--- config.mk ---
export PLATFORM = sky130hd
export DESIGN_NAME = fpt_seq
export DESIGN_NICKNAME = d
export VERILOG_FILES = /design/src/pkg/fpt_pkg.sv /design/src/logic/fpt_tick_div.sv /design/src/logic/fpt_seq.sv
export SDC_FILE = /design/constraint.sdc
export NUM_CORES = 1
export LEC_CHECK = 0
export ABC_AREA = 1
export BUFFER_PORTS_ARGS = -buffer_cell sky130_fd_sc_hd__buf_2
export CAP_MARGIN = 20
export CORE_UTILIZATION = 55
export DETAILED_ROUTE_END_ITERATION = 16
export PLACE_DENSITY = 0.76
export SETUP_SLACK_MARGIN = 0.1
export SLEW_MARGIN = 10
export SYNTH_ARGS = -nofsm -noshare
export SYNTH_HDL_FRONTEND = slang
export SYNTH_SLANG_ARGS = --single-unit
--- constraint.sdc ---
create_clock -name mclk_in -period 2.3 [get_ports mclk_in]
set_input_delay 0.115 -clock mclk_in [delete_from_list [all_inputs] [get_ports mclk_in]]
set_output_delay 0.115 -clock mclk_in [all_outputs]
set_load 0.03 [all_outputs]
--- src/pkg/fpt_pkg.sv ---
/*
 * Constants shared by the flash program and erase timing sequencer.
 * Assumes a 10 MHz system clock and a tick enable pulse made from it.
 */
package fpt_pkg;

   // System clock rate and the default tick rate inside the allowed band.
   localparam int unsigned CLK_HZ          = 10_000_000;
   localparam int unsigned TICK_HZ_DEFAULT = 400_000;
   localparam int unsigned TICK_DIV_DEFAULT = CLK_HZ / TICK_HZ_DEFAULT;

   // Fixed operation lengths in whole tick periods, and the last word index of a block.
   localparam logic [12:0] WORD_TICKS       = 13'd35;
   localparam logic [12:0] BLOCK_FIRST_TICKS = 13'd30;
   localparam logic [12:0] BLOCK_NEXT_TICKS = 13'd21;
   localparam logic [12:0] BLOCK_END_TICKS  = 13'd6;
   localparam logic [12:0] MASS_ERASE_TICKS = 13'd5297;
   localparam logic [12:0] SEG_ERASE_TICKS  = 13'd4819;
   localparam logic [5:0]  BLOCK_LAST_INDEX = 6'd63;

   // Commands presented on the command port.
   typedef enum logic [2:0] {
      FPT_CMD_NONE  = 3'h0,
      FPT_CMD_WORD  = 3'h1,
      FPT_CMD_BLOCK = 3'h2,
      FPT_CMD_SEG   = 3'h3,
      FPT_CMD_MASS  = 3'h4
   } fpt_cmd_e;

endpackage : fpt_pkg

--- src/logic/fpt_tick_div.sv ---
/*
 * Tick divider: one-cycle enable pulse every div_in system clocks.
 * Assumes div_in is held steady while an operation runs.
 */
`timescale 1ns/1ps
module fpt_tick_div #(
   parameter int W = 8
) (
   input  wire logic         mclk_in,
   input  wire logic         rst_b_in,
   input  wire logic         run_in,
   input  wire logic [W-1:0] div_in,
   output logic             tick_out
);
   logic [W-1:0] cnt_r;

   // Counts down from div_in-1 while running and reloads at zero.
   always_ff @(posedge mclk_in or negedge rst_b_in) begin
      if (!rst_b_in) begin
         cnt_r <= '0;
      end else if (!run_in || (cnt_r == '0)) begin
         cnt_r <= div_in - W'(1);
      end else begin
         cnt_r <= cnt_r - W'(1);
      end
   end

   // The pulse is decoded, not registered, so the first tick lands exactly
   // div_in cycles after the run starts and an operation lasts whole periods.
   assign tick_out = run_in && (cnt_r == '0);
endmodule : fpt_tick_div

--- src/logic/fpt_seq.sv ---
/*
 * Flash program and erase timing sequencer.
 * Assumes commands come from logic on mclk_in and the flash array
 * applies program or erase conditions while the matching strobe is high.
 */
`timescale 1ns/1ps
// How it works
// RQ1: a single word or byte program lasts 35 tick periods.
// RQ2: the first word of a block program takes 30 tick periods.
// RQ3: each further block word, up to index 63, takes 21 tick periods.
// RQ4: block programming ends with a 6 tick end-sequence wait.
// RQ5: mass erase holds the erase condition for 5297 tick periods.
// RQ6: segment erase lasts 4819 tick periods.
// RQ7: all counts are fixed constants; one unit is one tick period.
// RQ8: the host keeps the tick frequency within 257 to 476 kHz.
// RQ9: the host keeps cumulative programming per 64-byte block under 10 ms.
// RQ10: the host repeats mass erase, up to 19 times, to reach 200 ms.
// RQ11: busy is high from operation start to count expiry; commands then ignored.
module fpt_seq #(
   parameter int DIV_W = 8
) (
   input  wire logic             mclk_in,
   input  wire logic             rst_b_in,
   input  wire logic [DIV_W-1:0] tick_div_in,
   input  wire fpt_pkg::fpt_cmd_e cmd_in,
   input  wire logic             cmd_valid_in,
   input  wire logic             blk_more_in,
   output logic                  cmd_ready_out,
   output logic                  busy_out,
   output logic                  prog_out,
   output logic                  erase_out,
   output logic                  mass_out,
   output logic [5:0]            blk_index_out,
   output logic                  word_req_out,
   output logic                  done_out
);
   import fpt_pkg::*;

   typedef enum logic [2:0] {
      ST_IDLE, ST_WORD, ST_BLK_FIRST, ST_BLK_NEXT, ST_BLK_END, ST_SEG, ST_MASS
   } fpt_state_e;

   fpt_state_e  state_r;
   logic [12:0] cnt_r;
   logic        tick;
   logic        last_tick;
   logic        blk_continue;

   // Tick enable pulse from the system clock; runs only while busy.
   fpt_tick_div #(.W(DIV_W)) u_div (
      .mclk_in  (mclk_in),
      .rst_b_in (rst_b_in),
      .run_in   (busy_out),
      .div_in   (tick_div_in),
      .tick_out (tick)
   );

   // Handshake and phase indications follow the state directly.
   assign busy_out      = (state_r != ST_IDLE);
   assign cmd_ready_out = !busy_out;                               // see RQ11
   assign last_tick     = tick && (cnt_r == 13'd1);
   assign blk_continue  = blk_more_in && (blk_index_out != BLOCK_LAST_INDEX);
   assign prog_out      = (state_r == ST_WORD) || (state_r == ST_BLK_FIRST)
                          || (state_r == ST_BLK_NEXT);
   assign erase_out     = (state_r == ST_SEG) || (state_r == ST_MASS);
   assign mass_out      = (state_r == ST_MASS);

   // Sequencer state and the fixed tick countdown of each phase.
   always_ff @(posedge mclk_in or negedge rst_b_in) begin
      if (!rst_b_in) begin
         state_r <= ST_IDLE;
         cnt_r   <= '0;
      end else begin
         case (state_r)
            ST_IDLE: begin
               if (cmd_valid_in) begin                             // see RQ11
                  case (cmd_in)
                     FPT_CMD_WORD: begin
                        state_r <= ST_WORD;
                        cnt_r   <= WORD_TICKS;                     // see RQ1
                     end
                     FPT_CMD_BLOCK: begin
                        state_r <= ST_BLK_FIRST;
                        cnt_r   <= BLOCK_FIRST_TICKS;              // see RQ2
                     end
                     FPT_CMD_SEG: begin
                        state_r <= ST_SEG;
                        cnt_r   <= SEG_ERASE_TICKS;                // see RQ6
                     end
                     FPT_CMD_MASS: begin
                        state_r <= ST_MASS;
                        cnt_r   <= MASS_ERASE_TICKS;               // see RQ5
                     end
                     default: state_r <= ST_IDLE;
                  endcase
               end
            end
            ST_BLK_FIRST, ST_BLK_NEXT: begin
               if (last_tick && blk_continue) begin
                  state_r <= ST_BLK_NEXT;
                  cnt_r   <= BLOCK_NEXT_TICKS;                     // see RQ3
               end else if (last_tick) begin
                  state_r <= ST_BLK_END;
                  cnt_r   <= BLOCK_END_TICKS;                      // see RQ4
               end else if (tick) begin
                  cnt_r <= cnt_r - 13'd1;                          // see RQ7
               end
            end
            ST_WORD, ST_BLK_END, ST_SEG, ST_MASS: begin
               if (last_tick) begin
                  state_r <= ST_IDLE;                              // see RQ11
                  cnt_r   <= '0;
               end else if (tick) begin
                  cnt_r <= cnt_r - 13'd1;                          // see RQ7
               end
            end
            default: state_r <= ST_IDLE;
         endcase
      end
   end

   // Word index inside the block and the request for the next word.
   always_ff @(posedge mclk_in or negedge rst_b_in) begin
      if (!rst_b_in) begin
         blk_index_out <= '0;
         word_req_out  <= 1'b0;
      end else begin
         word_req_out <= 1'b0;
         if (state_r == ST_IDLE) begin
            blk_index_out <= '0;
         end else if ((state_r == ST_BLK_FIRST || state_r == ST_BLK_NEXT)
                      && last_tick && blk_continue) begin
            blk_index_out <= blk_index_out + 6'd1;                 // see RQ3
            word_req_out  <= 1'b1;
         end
      end
   end

   // Completion pulse one cycle after an operation's count expires.
   always_ff @(posedge mclk_in or negedge rst_b_in) begin
      if (!rst_b_in) begin
         done_out <= 1'b0;
      end else begin
         done_out <= last_tick && (state_r == ST_WORD || state_r == ST_BLK_END
                                   || state_r == ST_SEG || state_r == ST_MASS);
      end
   end

   // Helper: count ticks spent in the current state for the checks below.
   logic [12:0] ticks_seen_r;
   fpt_state_e  prev_state_r;
   always_ff @(posedge mclk_in or negedge rst_b_in) begin
      if (!rst_b_in) begin
         ticks_seen_r <= '0;
         prev_state_r <= ST_IDLE;
      end else begin
         prev_state_r <= state_r;
         if (state_r != prev_state_r) begin
            ticks_seen_r <= {12'd0, tick};
         end else if (tick) begin
            ticks_seen_r <= ticks_seen_r + 13'd1;
         end
      end
   end

   a_word_length: assert property (@(posedge mclk_in) disable iff (!rst_b_in) // see RQ1
      (state_r == ST_WORD && last_tick) |-> (ticks_seen_r == WORD_TICKS - 13'd1))
      else $error("Word program length is not 35 ticks.");
   a_blk_first: assert property (@(posedge mclk_in) disable iff (!rst_b_in) // see RQ2
      (state_r == ST_BLK_FIRST && last_tick) |-> (ticks_seen_r == BLOCK_FIRST_TICKS - 13'd1))
      else $error("First block word length is not 30 ticks.");
   a_blk_next: assert property (@(posedge mclk_in) disable iff (!rst_b_in) // see RQ3
      (state_r == ST_BLK_FIRST && last_tick && blk_continue)
      |=> (state_r == ST_BLK_NEXT && cnt_r == BLOCK_NEXT_TICKS))
      else $error("Further block word did not load 21 ticks.");
   a_blk_end: assert property (@(posedge mclk_in) disable iff (!rst_b_in) // see RQ4
      (state_r == ST_BLK_END && last_tick) |-> (ticks_seen_r == BLOCK_END_TICKS - 13'd1))
      else $error("Block end wait is not 6 ticks.");
   a_mass_len: assert property (@(posedge mclk_in) disable iff (!rst_b_in) // see RQ5
      (state_r == ST_MASS && last_tick) |-> (ticks_seen_r == MASS_ERASE_TICKS - 13'd1))
      else $error("Mass erase length is not 5297 ticks.");
   a_seg_len: assert property (@(posedge mclk_in) disable iff (!rst_b_in) // see RQ6
      (state_r == ST_SEG && last_tick) |-> (ticks_seen_r == SEG_ERASE_TICKS - 13'd1))
      else $error("Segment erase length is not 4819 ticks.");
   a_count_hold: assert property (@(posedge mclk_in) disable iff (!rst_b_in) // see RQ7
      (busy_out && !tick && $stable(state_r)) |=> $stable(cnt_r))
      else $error("Count moved without a tick.");
   a_busy_ignore: assert property (@(posedge mclk_in) disable iff (!rst_b_in) // see RQ11
      (busy_out && !last_tick && cmd_valid_in) |=> busy_out && !cmd_ready_out)
      else $error("Command accepted while busy.");
   a_start_busy: assert property (@(posedge mclk_in) disable iff (!rst_b_in) // see RQ11
      (!busy_out && cmd_valid_in && cmd_in != FPT_CMD_NONE) |=> busy_out)
      else $error("Busy did not rise on a started operation.");

   c_word: cover property (@(posedge mclk_in) disable iff (!rst_b_in)
      state_r == ST_WORD && last_tick);
   c_block_two: cover property (@(posedge mclk_in) disable iff (!rst_b_in)
      state_r == ST_BLK_NEXT && last_tick);
   c_seg: cover property (@(posedge mclk_in) disable iff (!rst_b_in)
      state_r == ST_SEG && last_tick);
   c_mass: cover property (@(posedge mclk_in) disable iff (!rst_b_in)
      state_r == ST_MASS && last_tick);
endmodule : fpt_seq

**Word level (Yosys, flattened, before mapping)**

Cells that the tools add are included.

- Logic and storage cells: 69
- Bits of input ports: 15
- Output and inout bits: 13
- Bits in registers: 32

- Mux-type cells: 18
- $add $sub $neg: 4
- Equal/unequal tests: 16
- Reductions and logical operators: 25

Operators with widths:

| cell | number |
|---|---|
| two-way mux 13 bit | 5 |
| one-hot mux 13 bit (4 select lines) | 1 |
| one-hot mux 13 bit (3 select lines) | 1 |
| subtractor 8 x 1 -> 8 bit (second input constant) | 2 |
| == test 13 x 1 -> 1 bit (second input constant) | 1 |
| subtractor 13 x 1 -> 13 bit (second input constant) | 1 |
| == test 3 x 2 -> 1 bit (second input constant) | 4 |
| == test 3 bit (second input constant) | 4 |
| two-way mux 3 bit | 4 |
| two-way mux 6 bit | 2 |
| one-hot mux 3 bit (4 select lines) | 1 |
| one-hot mux 3 bit (3 select lines) | 1 |
| logical NOT 8 bit | 1 |
| logical OR 1 bit | 8 |
| two-way mux 8 bit | 1 |
| logical AND 1 bit | 7 |
| adder 6 x 1 -> 6 bit (second input constant) | 1 |
| == test 3 x 1 -> 1 bit (second input constant) | 2 |
| inequality test 6 bit (second input constant) | 1 |
| AND reduction 3 bit | 2 |
| nonzero test 3 bit | 2 |
| inequality test 5 x 1 -> 1 bit (second input constant) | 1 |
| inequality test 2 bit (second input constant) | 2 |
| OR reduction 4 bit | 1 |
| 6 further kinds | 7 |

**Longest topological paths before layout**

- Word-level depth: 7
- Gate-level depth with buffers: 12
- Mapped depth without buffers: 12

**By module**

Synthesis repeated with hierarchy kept, for this count alone.

- Cells, all modules: 340
- Area, all modules: 2388.5 sq um

Modules (own cells, without submodules):

| module | seq. area each (sq um) | cells an instance | area each (sq um) | times used |
|---|---|---|---|---|
| fpt_seq | 600.6 | 258 | 1773.0 | 1 |
| fpt_tick_div | 200.2 | 82 | 615.6 | 1 |

**Worst setup path after synthesis**

No wires, ideal clock.

- Kind: register -> register
- From: register blk_index_out[0]
- To: register blk_index_out[0]
- Arrival: 1.656 ns
- Data required time: 2.221 ns
- Buffers on the path: 0
- Setup time: 0.079 ns
- Stages on the path, launching flop included: 11
- Clock period less this slack: 1.734 ns
- Setup slack: 0.566 ns
- Cell sequence: dfrtp_1 > ha_1 > nand2_1 > nor2_1 > nand2_1 > o21a_1 > nand3_4 > nand2_2 > inv_2 > nand2_1 > o21ai_1

- Cells in the longest elaborated chain, start to end: 4
- Elaborated cells between the ends (all ways): 7
- Those cells by class: add/sub: 1; eq/ne: 1; mux: 2; reduce/logical: 3

Ends and longest elaborated chain:

| element | line | source |
|---|---|---|
| start, declared | fpt_seq.sv:33 | `output logic [5:0] blk_index_out,` |
| start signal, assigned | fpt_seq.sv:133 | `blk_index_out <= blk_index_out + 6'd1;` |
| parallel branches: the longest is 4 deep, another holds adder 6 x 1 -> 6 bit | n/a |  |

Parallel ways; which one is timed is not known. The select of a mux whose other input is x is not followed.
A chain may end at the register's enable or synchronous reset.

**Worst setup path in the final report**

- From: register state_r[0]
- To: register cnt_r[6]

- Cells in the longest elaborated chain, start to end: 6
- Elaborated cells between the ends (all ways): 22
- Those cells by class: eq/ne: 8; mux: 5; reduce/logical: 9

Ends and longest elaborated chain:

| element | line | source |
|---|---|---|
| start, declared | fpt_seq.sv:43 | `fpt_state_e state_r;` |
| start signal, assigned | fpt_seq.sv:71 | `state_r <= ST_IDLE;` |
| start signal, assigned | fpt_seq.sv:79 | `state_r <= ST_WORD;` |
| start signal, assigned | fpt_seq.sv:83 | `state_r <= ST_BLK_FIRST;` |
| nonzero test 3 bit | fpt_seq.sv:59 | `assign busy_out = (state_r != ST_IDLE);` |
| logical AND 1 bit | fpt_tick_div.sv:30 | `assign tick_out = run_in && (cnt_r == '0);` |
| two-way mux 13 bit or logical AND 1 bit (tied branches) | n/a |  |
| two-way mux 13 bit or logical AND 1 bit (tied branches) | fpt_seq.sv:102, fpt_seq.sv:99 |  |
| two-way mux 13 bit | fpt_seq.sv:99 | `if (last_tick && blk_continue) begin` |
| one-hot mux 13 bit (3 select lines) | fpt_seq.sv:74 | `case (state_r)` |
| end signal, assigned | fpt_seq.sv:106 | `cnt_r <= cnt_r - 13'd1;` |
| end signal, assigned | fpt_seq.sv:114 | `cnt_r <= cnt_r - 13'd1;` |
| end, declared | fpt_seq.sv:44 | `logic [12:0] cnt_r;` |

Several ways; a longest one is shown, not always the timed one.

==> reports/summary.md <==
The number of library cell types mapped by synthesis was 33; the first-pass GRT wire length was 9.05 mm. The worst register-to-register path has a setup slack of 0.42 ns. At the pin with the least slew margin, the transition time is 0.715 ns. Setup repair after global routing left no endpoint under its margin.

The H-tree generated during clock tree synthesis spans 2 levels. The net switching share of the total power came out at 40.1%. The run gives 5.35 mm as the wire length reported by the detailed router.

TritonCTS created 5 clock buffers. Minimum setup slack in the final design: 0.421 ns. The post-placement setup slack is 0.443 ns. The number of buffer cells added on primary ports was 27; the highest clock rate was 0.532 GHz. For the area of the mapped netlist, the log shows 0.00238 mm2. The number of instances in the placed design was 430. The clock reaches the later pin of the worst-skew pair after 0.28 ns. In this run the horizontal extent of the chip is 67.7 um. The cell count after synthesis came out at 357. Setup violations remaining at the end of the flow were counted as 0. The clock passes through at most 2 buffers. After synthesis, the mean cell area works out to 6.66 um2.

The routed layout has 2,242 vias. Data on the critical path is required at its endpoint by 2.46 ns. The worst register-to-register path begins at state_r[0]$_DFFE_PN0P_. In this run the power density over the cells is 766 mW/mm2. Of the available clock period, the critical path in the final layout requires 81.7%.

The initial utilization of the core area, before any placement, comes to 58.2%. After floorplanning, the core was divided into 23 placement rows. Synthesis inferred 32 register bits.

The worst setup path is of the reg -> reg kind. The tools report the cell chosen for the clock root as clkbuf_8. The number of setup buffers added after CTS is 0, and the number of DRC violations after detailed-routing iteration 0 is 204. The final layout contains 407 nets. The tools report the total inserted antenna cells as 0. The worst setup path is captured at a flop. The initial antenna violation count was 0. The endpoint identified for the worst register-to-register timing path is cnt_r[6]$_DFFE_PN0P_.

The run finished with clean final reports. After the flow finishes, the layout carries non-filler instances totaling 439. Yosys printed 0 warnings.

The height of the die came out at 67.7 um. The logs give 1.21 mW for the internal power summed over all cells and 0.826 for the routability congestion estimate from global placement. The clock arrives with 0.00967 ns of skew. The analysis attributes to cell leakage a power of 1.45 nW. The share of the Yosys chip area taken by registers is 33.7%. In this run the worst setup path begins at state_r[0]$_DFFE_PN0P_.

Count of maximum capacitance violations: 0. After routing the design area is 0.00264 mm2. For the final routed database, the setup TNS stands at 0 ns. Total power for the finished layout comes to 2.03 mW. The capture point of the worst path was cnt_r[6]$_DFFE_PN0P_. For the standard cell area after detailed placement, the log shows 0.00254 mm2. For this design, the sink count on the clock tree is 32. The tools report the peak supply drop as 0.000654 V. For this design the total switching power over the nets is 0.813 mW.

Of the cells placed in the final design, the portion with a size suffix greater than 1 is 16.7%. Before antenna repair, the detailed router went through 4 iterations. Measured in cells, the most critical reg-to-reg path has a length of 8.

The tools report the data arrival time of the worst path as 2.04 ns. The maximum net fanout on the critical path is 14. The die covers 0.00459 mm2. Post-route DRC violation count: 0.

The number of hold-slack violations in the final timing report is 0, and the number of global-route vias before repair is 2,046. The routed design could run at a clock period as short as 1.88 ns. TritonCTS built the clock tree.

The detail route stage leaves a number of antenna-violating nets equal to 0. After detailed routing, the number of vias per cell comes to 5.11. The logs give 22.1% for the clock network fraction of total power and 0 for the leftover overflow at the end of global routing. From synthesis to final layout, the design area changed by 11.2%. Detailed placement ended at an HPWL of 4.08 mm. Dividing the detail-routed wire length by the instance count gives 12.2 um.

The maximum number of pins on one net before global-route repair came out at 33. The tools report the startpoint type of the worst setup path as a flop. Pin placement for this block handled 28 I/O pins. The layout has 372 filler cells.

The register clock-pin slew on the reported worst setup and hold paths was 0.07 ns. The type of the most critical hold path was in -> reg. For the overall fraction of global-route tracks in use, the log shows 26.8%. Post-CTS repair changed the size of 0 cells. The core region is 0.00409 mm2. Final count of pins violating max slew: 0. The combinational share of power is 36.9%, and the synthesized net count is 376. The share of total power dissipated in sequential elements is 41.0%.

The worst slew margin relative to its limit is 52.3%.
## timing repair
item | 4_1_cts | 5_1_grt
endpoints found under the setup margin | 0 | 0
endpoints found under the hold margin | 32 | 0
hold buffers | 1 | 0
## registers in the layout, summed over array words and instances, names as in the netlist
| name | flops |
|---|---|
| blk_index_out | 6 |
| cnt_r | 13 |
| done_out | 1 |
| state_r | 3 |
| u_div.cnt_r | 8 |
| word_req_out | 1 |
## routing by layer
metal	track usage [%]	share of wire (%)	vias to the layer above
li1	-	-	1169
met1	34.1	47	1030
met2	43.4	49	37
met3	6.08	2.9	6
met4	10.4	1.3	0
met5	0	0	-
## metrics by stage
stage                     utilization [%]  hold slack (ns)
final                                64.7            0.178
after global routing                 64.7            0.212
after CTS                            64.7            0.176
after detailed placement             62.2            0.205
after global placement               62.2            0.207
after floorplan                         -           -0.181
## layout make-up
cell class              instances  area, um2  share of cell area (%)
clock inverters                 2       10.0                   0.379
multi-input cells             270       1350                    51.0
well taps                      50       62.6                    2.37
inverters                      51        194                    7.34
repair buffers                 28        145                    5.49
flip-flops and latches         32        801                    30.3
clock buffers                   6       82.6                    3.12
## synthesized netlist by cell type
library cell	number	area share, %
or2_1	2	0.53
dfrtp_1	32	34
nor3_1	6	1.3
o21ai_0	13	2.7
nor2_1	38	6.0
nand2_4	2	0.95
a21boi_1	5	1.6
nor2_4	6	2.8
nor4_1	1	0.26
xnor2_1	4	1.5
buf_6	2	0.95
clkinv_1	1	0.16
nand3_2	1	0.42
ha_1	4	2.1
nand2_2	6	1.6
or2_2	1	0.26
nand4_1	1	0.26
xor2_1	9	3.3
nor2_2	4	1.1
inv_4	1	0.26
inv_1	43	6.8
nand3_4	1	0.74
a21oi_2	1	0.37
a22oi_1	1	0.32
a21oi_1	7	1.5
buf_4	1	0.32
clkbuf_1	1	0.16
nand2_1	122	19
nand3_1	25	5.3
inv_2	6	0.95
o21ai_1	8	1.7
o21a_1	1	0.32
o21ai_4	1	0.68
## cell families after synthesis
logic type / Yosys count / share of synthesized area [%]
buf+inv: 55 / 9.58
simple gates: 216 / 40.7
compound gates: 37 / 9.16
flops: 32 / 33.7
fa+ha+maj: 4 / 2.11
xor+xnor: 13 / 4.79
## power groups by stage
stage          Combinational, mW  Clock [mW]  Sequential, mW
2_1_floorplan              0.594           0           0.798
3_3_place_gp               0.730           0           0.830
3_5_place_dp               0.744           0           0.837
4_1_cts                    0.751       0.459           0.827
5_1_grt                    0.872       0.482           0.847
6_report                   0.747       0.448           0.831
## critical path: stages, from the launching register on
cell     delay [ns]
dfrtp_1        0.44
nor2_4         0.17
nand2_4        0.14
or2_2          0.32
nand3_2        0.26
inv_2          0.13
or2_1          0.22
inv_1          0.05
a21oi_1        0.03
## layout by cell type, fill, tap and decap left out, types with 2 or more instances in the layout
| cell | n |
|---|---|
| a21boi_1 | 5 |
| a21oi_1 | 7 |
| buf_2 | 27 |
| clkbuf_8 | 6 |
| clkinv_2 | 2 |
| dfrtp_1 | 32 |
| ha_1 | 4 |
| inv_1 | 43 |
| inv_2 | 6 |
| nand2_1 | 122 |
| nand2_2 | 6 |
| nand2_4 | 2 |
| nand3_1 | 25 |
| nor2_1 | 38 |
| nor2_2 | 4 |
| nor2_4 | 6 |
| nor3_1 | 6 |
| o21ai_0 | 13 |
| o21ai_1 | 8 |
| or2_1 | 2 |
| xnor2_1 | 4 |
| xor2_1 | 9 |
## worst min-delay path by stage
stage              startpoint                           end  slack [ns]  cells after the start
6_report       tick_div_in[7]      u_div.cnt_r[7]$_DFF_PN0_        0.18                      4
5_1_grt        tick_div_in[7]      u_div.cnt_r[7]$_DFF_PN0_        0.21                      4
4_1_cts        tick_div_in[7]      u_div.cnt_r[7]$_DFF_PN0_        0.18                      4
3_5_place_dp         rst_b_in          cnt_r[0]$_DFFE_PN0P_        0.21                      1
3_3_place_gp         rst_b_in          cnt_r[3]$_DFFE_PN0P_        0.21                      1
2_1_floorplan        rst_b_in  blk_index_out[0]$_DFFE_PN0P_       -0.18                      0
No activity file was read; power rests on OpenSTA's default activity.
